==> src/rtl/timer16_map.vh <==
// Register offsets, field positions, mode codes and timing counts of the 16-bit timer
`ifndef TIMER16_MAP_VH
`define TIMER16_MAP_VH
// Word offsets on the AHB-Lite bus, one 8-bit location per aligned word
`define OFS_COUNT_LOW 8'h00
`define OFS_COUNT_HIGH 8'h04
`define OFS_CAPTURE_LOW 8'h08
`define OFS_CAPTURE_HIGH 8'h0c
`define OFS_COMPARE_A_LOW 8'h10
`define OFS_COMPARE_A_HIGH 8'h14
`define OFS_COMPARE_B_LOW 8'h18
`define OFS_COMPARE_B_HIGH 8'h1c
`define OFS_CTRL_A 8'h20
`define OFS_CTRL_B 8'h24
`define OFS_FLAGS 8'h28
`define OFS_IRQ_MASK 8'h2c
`define OFS_CMP_CTRL 8'h30
`define OFS_STATUS 8'h34
// Control A fields
`define CTA_WGM_LO 1:0
// Control B fields
`define CTB_CLKSEL 2:0
`define CTB_WGM_HI 4:3
`define CTB_EDGE 6
`define CTB_FILTER 7
// Flag register fields (also the mask register and service strobes)
`define FLG_OVF 0
`define FLG_CAP 1
// Comparator control field
`define CMPC_SELECT 0
// Waveform mode codes; the first four use the capture register as top
`define WGM_PFC_ICR 4'h8
`define WGM_PC_ICR 4'ha
`define WGM_CTC_ICR 4'hc
`define WGM_FAST_ICR 4'he
`define WGM_NORMAL 4'h0
`define WGM_CTC_OCR 4'h4
// Fixed tops
`define TOP_MAX 16'hffff
`define TOP_8BIT 16'h00ff
`define TOP_9BIT 16'h01ff
`define TOP_10BIT 16'h03ff
`define BOTTOM_VAL 16'h0000
// Noise filter sample count
`define FILTER_SAMPLES 4
`endif

==> src/rtl/noise_filter.v <==
// Four-sample majority-free noise filter with bypass, feeding the edge detector
`timescale 1ns/1ps
`default_nettype none
`include "timer16_map.vh"
module noise_filter
(
   input wire hclk,
   input wire hresetn,
   input wire enable,
   input wire din,
   output wire dout
);
   reg [`FILTER_SAMPLES-1:0] hist_q; // Last four samples
   reg filt_q; // Filtered level
   reg raw_q; // Unfiltered level, keeps bypass path timing fixed
   // filt_q changes only when all four samples agree
   always @(posedge hclk or negedge hresetn)
   begin
      if (!hresetn)
      begin
         hist_q <= {`FILTER_SAMPLES{1'b0}};
         filt_q <= 1'b0;
         raw_q <= 1'b0;
      end
      else
      begin
         hist_q <= {hist_q[`FILTER_SAMPLES-2:0], din};
         raw_q <= din;
         if (&hist_q)
            filt_q <= 1'b1;
         else if (~|hist_q)
            filt_q <= 1'b0;
      end
   end
   // The filter costs four extra cycles against the bypass
   assign dout = enable ? filt_q : raw_q;
endmodule // noise_filter
`default_nettype wire

==> src/rtl/sync2.v <==
// Two-flip-flop synchroniser for a single level from outside the clock domain
`timescale 1ns/1ps
`default_nettype none
module sync2
(
   input wire hclk,
   input wire hresetn,
   input wire din,
   output wire dout
);
   reg meta_q; // First stage, read only by the second
   reg sync_q; // Settled level
   // Shift the raw level through two stages
   always @(posedge hclk or negedge hresetn)
   begin
      if (!hresetn)
      begin
         meta_q <= 1'b0;
         sync_q <= 1'b0;
      end
      else
      begin
         meta_q <= din;
         sync_q <= meta_q;
      end
   end
   assign dout = sync_q;
endmodule // sync2
`default_nettype wire

==> src/rtl/timer16_capture.v <==
// 16-bit timer/counter with shared high-byte staging and input capture, AHB-Lite slave
//
// The AHB-Lite slave port and the address map are this design's own decisions.
`timescale 1ns/1ps
`default_nettype none
`include "timer16_map.vh"
module timer16_capture
(
   input wire hclk,
   input wire hresetn,
   input wire hsel,
   input wire [31:0] haddr,
   input wire [1:0] htrans,
   input wire hwrite,
   input wire [2:0] hsize,
   input wire [31:0] hwdata,
   input wire hready,
   output wire [31:0] hrdata,
   output wire hreadyout,
   output wire hresp,
   input wire timer_tick,
   input wire capture_pin,
   input wire comparator_output,
   input wire overflow_serviced,
   input wire capture_serviced,
   output wire overflow_irq,
   output wire capture_irq,
   output wire bottom,
   output wire top
);
   // Address phase capture
   reg wr_pend_q; // Write data phase pending
   reg [7:0] addr_q; // Latched word offset
   reg [31:0] rdata_q; // Registered read data
   wire take; // Valid address phase accepted
   wire rd_now; // Read accepted this cycle
   wire wr_now; // Write data present this cycle
   wire [7:0] wb; // Written byte
   // Register state
   reg [15:0] count_value_q; // The counter
   reg [15:0] capture_value_q; // Capture register
   reg [15:0] compare_a_q; // Compare value A
   reg [15:0] compare_b_q; // Compare value B
   reg [7:0] staging_q; // Shared high-byte staging register
   reg [7:0] timer_ctrl_a_q; // Control A
   reg [7:0] timer_ctrl_b_q; // Control B
   reg comparator_capture_select_q; // Trigger source select
   reg overflow_flag_q; // Overflow flag
   reg capture_flag_q; // Capture flag
   reg [1:0] irq_mask_q; // Interrupt enables
   reg down_q; // Counting direction in dual-slope modes
   // Combinational helpers
   wire [3:0] waveform_mode; // Mode field from both control registers
   reg [15:0] top_val; // Top of the count sequence
   wire running; // Clock select nonzero
   wire tick_s; // Synchronised timer tick level
   reg tick_prev_q; // For rising-edge detect of the tick
   wire tick; // One pulse per timer clock
   wire pin_s; // Synchronised capture pin
   wire cmp_s; // Synchronised comparator output
   localparam N_ASYNC = 3; // Levels that cross into the bus clock
   wire [N_ASYNC-1:0] async_in; // Raw tick, pin and comparator levels
   wire [N_ASYNC-1:0] async_s; // The same levels after two flops
   wire trig_src; // Selected trigger
   wire trig_f; // Filtered trigger
   reg trig_prev_q; // Previous filtered trigger
   wire cap_event; // Qualified capture edge
   wire icr_top; // Mode uses capture register as top
   wire dual; // Dual-slope mode
   reg [15:0] count_d; // Next count
   reg down_d; // Next direction
   reg ovf_set; // Overflow event this cycle

   // True when a mode code takes its top from the capture register
   // One decode feeds both the top mux and the capture gate
   function is_icr_top;
      input [3:0] m;
      begin
         is_icr_top = (m == `WGM_PFC_ICR) || (m == `WGM_PC_ICR)
            || (m == `WGM_CTC_ICR) || (m == `WGM_FAST_ICR);
      end
   endfunction

   assign waveform_mode = {timer_ctrl_b_q[`CTB_WGM_HI], timer_ctrl_a_q[`CTA_WGM_LO]};
   assign icr_top = is_icr_top(waveform_mode);
   assign running = |timer_ctrl_b_q[`CTB_CLKSEL];
   // Modes 1-3, 8-11 count up and down
   assign dual = (waveform_mode[3:2] == 2'b10) || (waveform_mode[3:2] == 2'b00
      && waveform_mode[1:0] != 2'b00);

   // Top selection per mode. Fixed tops come from the low mode bits, then
   // the capture or compare register overrides them where the mode says so,
   // so a change of mode moves the top at once.
   always @*
   begin
      case (waveform_mode[1:0])
         2'b01: top_val = `TOP_8BIT;
         2'b10: top_val = `TOP_9BIT;
         2'b11: top_val = `TOP_10BIT;
         default: top_val = `TOP_MAX;
      endcase
      if (icr_top)
         top_val = capture_value_q;
      else if (waveform_mode == `WGM_CTC_OCR || waveform_mode[3:2] == 2'b10
         || waveform_mode == 4'hb || waveform_mode == 4'hf)
         top_val = compare_a_q;
      else if (waveform_mode == `WGM_NORMAL)
         top_val = `TOP_MAX;
   end

   // Bus decode: a single always-ready slave. An address phase taken at one
   // edge has its read data registered at that edge, so the byte stands for
   // the whole data phase. Writes are latched by offset and land at the end
   // of the data phase, when hwdata is valid. Only the low byte lane carries
   // data; each 8-bit location sits in its own aligned word.
   assign take = hsel && hready && htrans[1];
   assign rd_now = take && !hwrite;
   assign wr_now = wr_pend_q;
   assign wb = hwdata[7:0];
   assign hreadyout = 1'b1;
   assign hresp = 1'b0;
   assign hrdata = rdata_q;

   // Address latch and registered read data
   // The offset follows haddr every cycle; only wr_pend_q says that it matters
   always @(posedge hclk or negedge hresetn)
   begin
      if (!hresetn)
      begin
         wr_pend_q <= 1'b0;
         addr_q <= 8'h00;
         rdata_q <= 32'h0000_0000;
      end
      else
      begin
         wr_pend_q <= take && hwrite;
         addr_q <= haddr[7:0];
         rdata_q <= 32'h0000_0000;
         if (rd_now)
         begin
            // Unused byte lanes read as zero, so no stale bits leak out
            case (haddr[7:0])
               `OFS_COUNT_LOW: rdata_q[7:0] <= count_value_q[7:0];
               `OFS_COUNT_HIGH: rdata_q[7:0] <= staging_q;
               `OFS_CAPTURE_LOW: rdata_q[7:0] <= capture_value_q[7:0];
               `OFS_CAPTURE_HIGH: rdata_q[7:0] <= staging_q;
               `OFS_COMPARE_A_LOW: rdata_q[7:0] <= compare_a_q[7:0];
               `OFS_COMPARE_A_HIGH: rdata_q[7:0] <= compare_a_q[15:8];
               `OFS_COMPARE_B_LOW: rdata_q[7:0] <= compare_b_q[7:0];
               `OFS_COMPARE_B_HIGH: rdata_q[7:0] <= compare_b_q[15:8];
               `OFS_CTRL_A: rdata_q[7:0] <= timer_ctrl_a_q;
               `OFS_CTRL_B: rdata_q[7:0] <= timer_ctrl_b_q;
               `OFS_FLAGS: rdata_q[1:0] <= {capture_flag_q, overflow_flag_q};
               `OFS_IRQ_MASK: rdata_q[1:0] <= irq_mask_q;
               `OFS_CMP_CTRL: rdata_q[0] <= comparator_capture_select_q;
               `OFS_STATUS: rdata_q[0] <= down_q;
               default: rdata_q <= 32'h0000_0000;
            endcase
         end
      end
   end

   // Tick, pin and comparator levels come from outside; each passes two
   // flops before anything reads it
   assign async_in = {comparator_output, capture_pin, timer_tick};
   genvar gi;
   generate
      for (gi = 0; gi < N_ASYNC; gi = gi + 1)
      begin : g_sync
         sync2 u_sync
         (
            .hclk(hclk),
            .hresetn(hresetn),
            .din(async_in[gi]),
            .dout(async_s[gi])
         );
      end
   endgenerate
   assign tick_s = async_s[0];
   assign pin_s = async_s[1];
   assign cmp_s = async_s[2];
   // One pulse per rising tick edge, and none while the clock select is zero
   assign tick = tick_s && !tick_prev_q && running;
   // The comparator output replaces the pin as trigger when selected
   assign trig_src = comparator_capture_select_q ? cmp_s : pin_s;

   noise_filter u_filt
   (
      .hclk(hclk),
      .hresetn(hresetn),
      .enable(timer_ctrl_b_q[`CTB_FILTER]),
      .din(trig_src),
      .dout(trig_f)
   );

   // Edge detector, gated off when the capture register is the top. In
   // those modes the pin is free for other use, and a stray edge must not
   // overwrite the top value.
   assign cap_event = !icr_top && (trig_f != trig_prev_q)
      && (trig_f == timer_ctrl_b_q[`CTB_EDGE]);

   // Counter next state. Dual-slope modes turn at top and flag overflow
   // at bottom; single-slope modes wrap to bottom at top. A CPU count write in
   // the clocked process below overrides the count and direction this process
   // chooses, so a write that meets a tick never loses to the count.
   always @*
   begin
      count_d = count_value_q;
      down_d = down_q;
      ovf_set = 1'b0;
      if (tick)
      begin
         if (dual)
         begin
            if (!down_q && count_value_q >= top_val)
            begin
               down_d = 1'b1;
               count_d = count_value_q - 16'h0001;
               ovf_set = 1'b0; // Dual-slope overflow waits for bottom
            end
            else if (down_q && count_value_q == `BOTTOM_VAL)
            begin
               down_d = 1'b0;
               count_d = count_value_q + 16'h0001;
               ovf_set = 1'b1;
            end
            else
               count_d = down_q ? count_value_q - 16'h0001 : count_value_q + 16'h0001;
         end
         else if (count_value_q == top_val)
         begin
            count_d = `BOTTOM_VAL;
            // Clear-on-match modes wrap silently unless their top is the full range
            ovf_set = (waveform_mode != `WGM_CTC_OCR) && (waveform_mode != `WGM_CTC_ICR)
               || top_val == `TOP_MAX;
         end
         else
            count_d = count_value_q + 16'h0001;
      end
   end

   // Counter, staging, registers and flags
   always @(posedge hclk or negedge hresetn)
   begin
      if (!hresetn)
      begin
         // Every register starts at zero, so the counter sits at bottom
         count_value_q <= 16'h0000;
         capture_value_q <= 16'h0000;
         compare_a_q <= 16'h0000;
         compare_b_q <= 16'h0000;
         staging_q <= 8'h00;
         timer_ctrl_a_q <= 8'h00;
         timer_ctrl_b_q <= 8'h00;
         comparator_capture_select_q <= 1'b0;
         overflow_flag_q <= 1'b0;
         capture_flag_q <= 1'b0;
         irq_mask_q <= 2'b00;
         down_q <= 1'b0;
         tick_prev_q <= 1'b0;
         trig_prev_q <= 1'b0;
      end
      else
      begin
         tick_prev_q <= tick_s;
         trig_prev_q <= trig_f;
         count_value_q <= count_d;
         down_q <= down_d;
         // Count and capture low-byte reads stage the high byte. The staging byte is shared by
         // every 16-bit register, so software that writes another high byte, or reads
         // count or capture low, between the two halves of a pair corrupts that pair.
         if (rd_now && haddr[7:0] == `OFS_COUNT_LOW)
            staging_q <= count_value_q[15:8];
         if (rd_now && haddr[7:0] == `OFS_CAPTURE_LOW)
            staging_q <= capture_value_q[15:8];
         // Newest capture always wins the register
         // An unread capture is lost; software must read before the next edge
         if (cap_event)
            capture_value_q <= count_value_q;
         // Writes land from the latched offset at the end of the data phase
         if (wr_now)
         begin
            case (addr_q)
               `OFS_COUNT_HIGH, `OFS_CAPTURE_HIGH, `OFS_COMPARE_A_HIGH,
                  `OFS_COMPARE_B_HIGH: staging_q <= wb;
               `OFS_COUNT_LOW:
               begin
                  count_value_q <= {staging_q, wb};
                  down_q <= down_q;
               end
               `OFS_CAPTURE_LOW:
                  if (icr_top)
                     capture_value_q <= {staging_q, wb};
               `OFS_COMPARE_A_LOW: compare_a_q <= {staging_q, wb};
               `OFS_COMPARE_B_LOW: compare_b_q <= {staging_q, wb};
               `OFS_CTRL_A: timer_ctrl_a_q <= wb;
               `OFS_CTRL_B: timer_ctrl_b_q <= wb;
               `OFS_IRQ_MASK: irq_mask_q <= wb[1:0];
               `OFS_CMP_CTRL: comparator_capture_select_q <= wb[`CMPC_SELECT];
               default: irq_mask_q <= irq_mask_q;
            endcase
         end
         // Flags: set wins over write-one or service clear,
         // so an event in the same cycle as a clear is never lost
         if (ovf_set)
            overflow_flag_q <= 1'b1;
         else if ((wr_now && addr_q == `OFS_FLAGS && wb[`FLG_OVF]) || overflow_serviced)
            overflow_flag_q <= 1'b0;
         if (cap_event)
            capture_flag_q <= 1'b1;
         else if ((wr_now && addr_q == `OFS_FLAGS && wb[`FLG_CAP]) || capture_serviced)
            capture_flag_q <= 1'b0;
      end
   end

   // Requests are plain levels of flag and enable; the core's service pulse
   // clears the flag, which drops the request on the next cycle
   assign overflow_irq = overflow_flag_q && irq_mask_q[`FLG_OVF];
   assign capture_irq = capture_flag_q && irq_mask_q[`FLG_CAP];
   // Bottom and top are level views of the count for the mode logic
   assign bottom = (count_value_q == `BOTTOM_VAL);
   assign top = (count_value_q == top_val);
endmodule // timer16_capture
`default_nettype wire

==> config.mk <==
export PLATFORM = sky130hd
export DESIGN_NAME = timer16_capture
export DESIGN_NICKNAME = d
export VERILOG_FILES = /design/src/rtl/noise_filter.v /design/src/rtl/sync2.v /design/src/rtl/timer16_capture.v
export VERILOG_INCLUDE_DIRS = /design/src /design/src/rtl
export SDC_FILE = /design/constraint.sdc
export NUM_CORES = 1
export LEC_CHECK = 0
export ABC_AREA = 1
export BUFFER_PORTS_ARGS = -buffer_cell sky130_fd_sc_hd__clkbuf_2
export CORE_MARGIN = 2
export CORE_UTILIZATION = 40
export DETAILED_ROUTE_END_ITERATION = 16
export PLACE_DENSITY_LB_ADDON = 0.1
export SLEW_MARGIN = 0
export SYNTH_ARGS = -nofsm -noshare
export SYNTH_HDL_FRONTEND = slang
export SYNTH_SLANG_ARGS = --single-unit
==> constraint.sdc <==
create_clock -name hclk -period 2.7 [get_ports hclk]
set_input_delay 0.27 -clock hclk [delete_from_list [all_inputs] [get_ports hclk]]
set_output_delay 0.27 -clock hclk [all_outputs]
set_load 0.02 [all_outputs]
==> out/metrics.csv, run 1 <==
metric,value,unit
status,"finished, violations left",
violations,setup timing,
critical_path.n_buffers_inverters,5,
worstHoldStart,haddr[3],
criticalPathCategory,reg2out,
place.detailed.hpwl,18700,µm
postSynthAreaPerCell,7.70,µm²
floorplan.die.height,143,µm
power.static_leakage,4.72,nW
cpPeakStageDelay,0.42,ns
r2r.worst_path.cells,20,
cts_buffer_count,17,
detailroute.via_count,7359,
worst_setup_path_end_kind,output pin,
post_synth_most_frequent_cells,"sky130_fd_sc_hd__nand2_1, sky130_fd_sc_hd__dfrtp_1, sky130_fd_sc_hd__inv_1",
multi_input_combinational_cell_area,0.00452,mm²
achievable-frequency,0.339,GHz
maxCapViolCount,0,
via_count_of_the_first_global_routing_pass,6770,
post_synth_mux_area_share,0.0293,
global_route.usage.total,0.257,
gp_congestion,0.909,
timing.final.setup_violations,18,
grt_max_degree,53,
timing.critical_path.cells,inv_2 -> ha_4 -> o21ai_4 -> clkbuf_16 -> nand3_2 -> nand2_2 -> inv_2 -> ha_4 -> nand2_4 -> nor2_4 -> nand2_2 -> nor2_4 -> buf_6 -> buf_8,
final.hold.worst_slack,0.0204,ns
fillerInstances,1894,
setup_slack,-0.251,ns
ant_nets,0,
vias_per_cell,5.32,
fin_skew,0.0127,ns
required,2.43,ns
number_of_synthesis_warnings,0,
sequential_cell_area,0.00310,mm²
design.final.nets,1207,
number_of_synthesized_flops_with_an_enable_pin,0,
critical_path.slowest_cell,sky130_fd_sc_hd__dfrtp_2,
timing.final.max_slew_violations,0,
synth-adder-area-share,0.0386,
dieArea,0.0206,mm²
number_of_placement_rows,51,
remaining_drc_errors,0,
first_iter_violations,724,
cts_num_sinks,124,
port-buffer-count,38,
vdd_drop_max,0.383,mV
synth-seq-cells,124,
finalInstanceArea,0.00987,mm²
io-pin-count,117,
final_hold_viol_count,0,
wl_per_cell,19.1,µm
cp_data_arrival_time,2.68,ns
detail_route.wirelength,26400,µm
maximum_fanout_along_the_worst_path,8,
cts-root-to-sink-buffers,2,
synth_xor_area_frac,0.0248,
design_power_total,5.84,mW
wire_length_of_the_first_global_routing_pass,39200,µm
hold_path_depth,1,
period_minus_slack,2.95,ns
final_layout_size_suffix_gt1_frac,0.254,
tritoncts,yes,
htree_levels,4,
synth_cells,1011,
critPathTopFamily,buffers and inverters,
proportion_of_synthesized_flip_flops_having_asynchronous_set_or_reset,1.00,
layout_area_overhead,26.9,%
dominantRegCellSynth,sky130_fd_sc_hd__dfrtp_1,
floorplan.initialDensity,0.404,
timing.reg2reg.setup_slack,-0.22,ns
place.detailed.instances,1328,
timing.hold.worst.class,in2reg,
clock_tree_root_driver_cell,sky130_fd_sc_hd__clkbuf_16,
syn-cell-area,0.00778,mm²
critical_path.reg2reg.endpoint,count_value_q[3],
period_utilization,1.09,
synthDistinctLibCells,50,
slew-limit-headroom,0.482,
hold_end,addr_q[3],
post_synth_and_or_nand_nor_area_fraction,0.256,
placed_cell_area,0.00846,mm²
crit_path_start_kind,flop,
antenna_found_initial,1,
crit-reg2reg-launch,timer_ctrl_a_q[1],
die-width,143,µm
finalCoreUtilization,0.512,
synth-compound-area-share,0.144,
coreArea,0.0193,mm²
clk_pin_slew,0.06,ns
synthMostInstantiatedCell,sky130_fd_sc_hd__nand2_1,
overflow,0,
synth_sequential_area_ratio,0.399,
preCtsSetupSlack,-0.260,ns
drt_first_pass_iters,5,
totalNegativeSetupSlack,-3.37,ns
dominant_combinational_cell_family_by_area_after_synthesis,simple AND/OR/NAND/NOR gates,
final-instance-count-excl-fill,1383,
power.density_cell_area,591,mW/mm²
clock_insertion_delay_worst_skew,0.42,ns
synth_largest_area_cell,sky130_fd_sc_hd__dfrtp_1,
tightestPinTransition,0.775,ns
synth.top_cells.by_area,"sky130_fd_sc_hd__dfrtp_1, sky130_fd_sc_hd__nand2_1, sky130_fd_sc_hd__o21ai_0, sky130_fd_sc_hd__inv_1, sky130_fd_sc_hd__nand3_1",
synth_top_area_share,0.399,
grt_setup_unrepaired,yes,
where the power goes:
group	internal [mW]	switching (mW)
logic	0.562	0.910
clock network	1.31	0.940
registers	1.98	0.139
per-layer routing:
| layer | wire length [µm] | up-vias | GRT usage |
|---|---|---|---|
| li1 | - | 3475 | - |
| met1 | 12100 | 3561 | 0.370 |
| met2 | 11900 | 279 | 0.394 |
| met3 | 1730 | 44 | 0.0493 |
| met4 | 623 | 0 | 0.0738 |
| met5 | 0 | - | 0 |
how the worst max path moves through the flow:
stage,end,slack [ns],startpoint,cells past startpoint
2_1_floorplan,count_value_q[7],0.01,timer_ctrl_a_q[0],20
3_3_place_gp,count_value_q[8],-0.24,timer_ctrl_a_q[0],17
3_5_place_dp,count_value_q[8],-0.26,timer_ctrl_a_q[0],17
4_1_cts,top,-0.18,timer_ctrl_a_q[1],16
5_1_grt,count_value_q[3],-0.38,timer_ctrl_a_q[1],20
6_report,top,-0.25,timer_ctrl_a_q[1],14
cell type report:
class / instances / share of cell area
antenna: 1 / 0.000253
tap: 265 / 0.0336
clock inverter: 14 / 0.0137
clock buffer: 18 / 0.0445
sequential: 124 / 0.314
multi-input combinational: 730 / 0.457
timing repair buffer: 109 / 0.0898
inverter: 122 / 0.0464
cells by family after synthesis:
logic type	count (synthesis)
and+or+nand+nor	438
adders and majority gates	24
DFF	124
other	2
xor gates and xnor gates	22
buffers and inverters	181
AOI/OAI and AO/OA	203
muxes	17
layout by cell type (no fill, tap or decap), types with 7 or more instances in the layout:
cell type / count
sky130_fd_sc_hd__nand2_1: 199
sky130_fd_sc_hd__a21oi_2: 8
sky130_fd_sc_hd__o21ai_0: 89
sky130_fd_sc_hd__buf_4: 49
sky130_fd_sc_hd__conb_1: 26
sky130_fd_sc_hd__nor2_4: 7
sky130_fd_sc_hd__nand2_2: 19
sky130_fd_sc_hd__clkbuf_2: 36
sky130_fd_sc_hd__mux2_4: 10
sky130_fd_sc_hd__nor2_2: 9
sky130_fd_sc_hd__o22ai_1: 10
sky130_fd_sc_hd__xor2_1: 21
sky130_fd_sc_hd__inv_2: 17
sky130_fd_sc_hd__a21oi_1: 52
sky130_fd_sc_hd__nor4_1: 8
sky130_fd_sc_hd__nand2_4: 10
sky130_fd_sc_hd__nor3_1: 12
sky130_fd_sc_hd__nand3_1: 56
sky130_fd_sc_hd__ha_1: 9
sky130_fd_sc_hd__dfrtp_1: 123
sky130_fd_sc_hd__dlygate4sd3_1: 10
sky130_fd_sc_hd__nand3_2: 22
sky130_fd_sc_hd__ha_4: 14
sky130_fd_sc_hd__inv_1: 105
sky130_fd_sc_hd__clkbuf_16: 19
sky130_fd_sc_hd__nor2_1: 67
sky130_fd_sc_hd__a31oi_1: 8
timing repair:
action | in CTS | in global routing
gates cloned | 1 | 2
buffers inserted | 8 | 1
endpoints found under the setup margin | 18 | 19
endpoints found under the hold margin | 59 | 0
pin swaps | 21 | 45
hold buffers | 10 | 0
gates resized for setup | 54 | 74
flip-flops by register name (all words and copies together), names as in the netlist:
signal                       count
addr_q                           8
capture_flag_q                   1
capture_value_q                 16
comparator_capture_select_q      1
compare_a_q                     16
compare_b_q                     16
count_value_q                   16
down_q                           1
g_sync.u_sync.dout               3
g_sync.u_sync.meta_q             3
hrdata                           8
irq_mask_q                       2
overflow_flag_q                  1
staging_q                        8
tick_prev_q                      1
timer_ctrl_a_q                   8
timer_ctrl_b_q                   8
trig_prev_q                      1
u_filt.filt_q                    1
u_filt.hist_q                    4
wr_now                           1
Note: power is estimated with default switching activity, not from simulation.
==> inputs of run 2 (changes only) <==
--- a/config.mk
+++ b/config.mk
@@ -12,6 +12,7 @@
 export CORE_UTILIZATION = 40
 export DETAILED_ROUTE_END_ITERATION = 16
 export PLACE_DENSITY_LB_ADDON = 0.1
+export SETUP_SLACK_MARGIN = 0.5
 export SLEW_MARGIN = 0
 export SYNTH_ARGS = -nofsm -noshare
 export SYNTH_HDL_FRONTEND = slang
==> run 2 against run 1 <==
  * The flow still finishes with violations (setup timing)
  * Die area is the same
  * Core utilization grew 0.38 points
  * Critical endpoint is now count_value_q[1]
  * Sequential cell count is the same
  * Clock power grew 8.9%
==> out/metrics.csv, run 2 (synthesized netlist as in run 1, its figures left out) <==
metric,value,unit
critical_path.slowest_cell,sky130_fd_sc_hd__dfrtp_1,
remaining_drc_errors,0,
dieArea,0.0206,mm²
setup_slack,-0.258,ns
grt_max_degree,62,
number_of_placement_rows,51,
layout_area_overhead,27.8,%
hold_path_depth,1,
worstHoldStart,haddr[4],
crit-reg2reg-launch,timer_ctrl_a_q[0],
io-pin-count,117,
drt_first_pass_iters,6,
final_hold_viol_count,0,
clock_tree_root_driver_cell,sky130_fd_sc_hd__clkbuf_16,
detailroute.via_count,7230,
via_count_of_the_first_global_routing_pass,6899,
required,3.05,ns
violations,setup timing,
crit_path_start_kind,flop,
vias_per_cell,5.20,
detail_route.wirelength,25600,µm
wire_length_of_the_first_global_routing_pass,39200,µm
maxCapViolCount,0,
final_cell_mix,"sky130_fd_sc_hd__nand2_1, sky130_fd_sc_hd__dfrtp_1, sky130_fd_sc_hd__inv_1",
cpPeakStageDelay,0.41,ns
cts-root-to-sink-buffers,2,
achievable-frequency,0.338,GHz
ant_nets,0,
final_layout_size_suffix_gt1_frac,0.253,
period_utilization,1.10,
maximum_fanout_along_the_worst_path,7,
vdd_drop_max,0.480,mV
clock_insertion_delay_worst_skew,0.44,ns
tightestPinTransition,0.720,ns
slew-limit-headroom,0.520,
timing.hold.worst.class,in2reg,
wl_per_cell,18.4,µm
htree_levels,4,
die-width,143,µm
place.detailed.hpwl,18600,µm
grt_setup_unrepaired,yes,
worst_setup_path_end_kind,flop,
tritoncts,yes,
status,"finished, violations left",
fillerInstances,1900,
clk_pin_slew,0.06,ns
period_minus_slack,2.96,ns
antenna-diode-count,0,
final-instance-count-excl-fill,1390,
floorplan.die.height,143,µm
power.static_leakage,4.74,nW
preCtsSetupSlack,-0.163,ns
fin_skew,0.0121,ns
power.density_cell_area,612,mW/mm²
worst_setup_path_startpoint,timer_ctrl_a_q[0],
cts_num_sinks,124,
overflow,0,
global_route.usage.total,0.255,
place.detailed.instances,1327,
cts_buffer_count,17,
r2r.worst_path.cells,23,
timing.critical_path.cells,inv_2 -> ha_4 -> nand2_4 -> nand2_4 -> nand2_8 -> nand2_8 -> nand3_2 -> nand2_2 -> inv_2 -> ha_4 -> nand2_4 -> nor2_4 -> buf_6 -> buf_6 -> inv_4 -> a31oi_4 -> nor2_4 -> nand2_8 -> buf_12 -> nand2_8 -> nand2_4 -> nand3_2 -> a22oi_2,
final_common_cell,sky130_fd_sc_hd__nand2_1,
port-buffer-count,38,
floorplan.initialDensity,0.404,
coreArea,0.0193,mm²
first_iter_violations,512,
gp_congestion,0.943,
timing.final.max_slew_violations,0,
design.final.nets,1215,
criticalPathCategory,reg2reg,
cp_data_arrival_time,3.31,ns
timing.final.setup_violations,19,
antenna_found_initial,0,
run 2: cell types whose count changed in the layout (fill, tap and decap cells not counted), moves of 4 or more:
cell and delta:
sky130_fd_sc_hd__ha_1 +5, sky130_fd_sc_hd__buf_12 +4, sky130_fd_sc_hd__o21ai_1 +5, sky130_fd_sc_hd__dfrtp_2 +4, sky130_fd_sc_hd__ha_4 -4, sky130_fd_sc_hd__nand3_2 -5
sky130_fd_sc_hd__nand3_1 +4, sky130_fd_sc_hd__dfrtp_1 -4
run 2: metal layers:
| metal | share of wire | wire [µm] | track usage |
|---|---|---|---|
| met4 | 0.019 | 481 | 0.0774 |
| met1 | 0.46 | 11700 | 0.356 |
| met5 | 0 | 0 | 0 |
| met2 | 0.45 | 11600 | 0.400 |
| met3 | 0.069 | 1780 | 0.0516 |
run 2: critical path, delay by kind of cell (launching register included):
kind                       cells  cell delay [ns]
and+or+nand+nor               13             1.18
adders and majority gates      2             0.46
AOI/OAI and AO/OA              2             0.31
DFF                            1             0.41
buffers and inverters          6             0.52
run 2: layout make-up:
type,count,area (µm²),share of cell area
Sequential cell,124,3110,0.313
Tap cell,265,332,0.0333
Timing Repair inverter,1,5.00,0.000503
Clock inverter,14,180,0.0181
Multi-Input combinational cell,731,4470,0.450
Timing Repair Buffer,115,941,0.0946
Inverter,122,467,0.0469
Clock buffer,18,439,0.0442
run 2: path summary, 6_finish.rpt:
| check | to | slack (ns) |
|---|---|---|
| worst max-delay path | count_value_q[1] | -0.26 |
| worst min-delay path | addr_q[4] | 0.008 |
| worst max register to register | count_value_q[1] | -0.26 |
| worst min register to register | g_sync[2].u_sync.dout | 0.35 |
| max in group asynchronous | capture_value_q[5] | 1.58 |
| min in group asynchronous | irq_mask_q[1] | 0.39 |
run 2: through the flow:
stage	total power, mW	hold WS, ns	util	TNS, ns	cell area, µm²
floorplan	2.91	-0.0256	-	0	7940
global placement	3.32	0.304	0.441	-2.41	8510
detailed placement	3.33	0.303	0.441	-2.30	8510
CTS	5.88	0.00148	0.493	-2.50	9510
global route	6.35	0.00508	0.516	-6.14	9950
finish	6.08	0.00824	0.516	-3.32	9950
run 2: power breakdown:
group / leakage, nW / switching (mW) / internal [mW] / total, mW
registers: 1.47 / 0.138 / 1.98 / 2.12
logic: 2.97 / 0.904 / 0.617 / 1.52
clock network: 0.299 / 0.952 / 1.50 / 2.45
total: 4.74 / 1.99 / 4.09 / 6.08
run 2: timing repair:
action / CTS / global route
hold endpoints to repair: 68 / 0
setup endpoints to repair: 36 / 38
setup buffers: 10 / 8
hold buffers: 10 / 0
pin swaps: 18 / 36
gates cloned: 0 / 3
gates resized for setup: 48 / 73
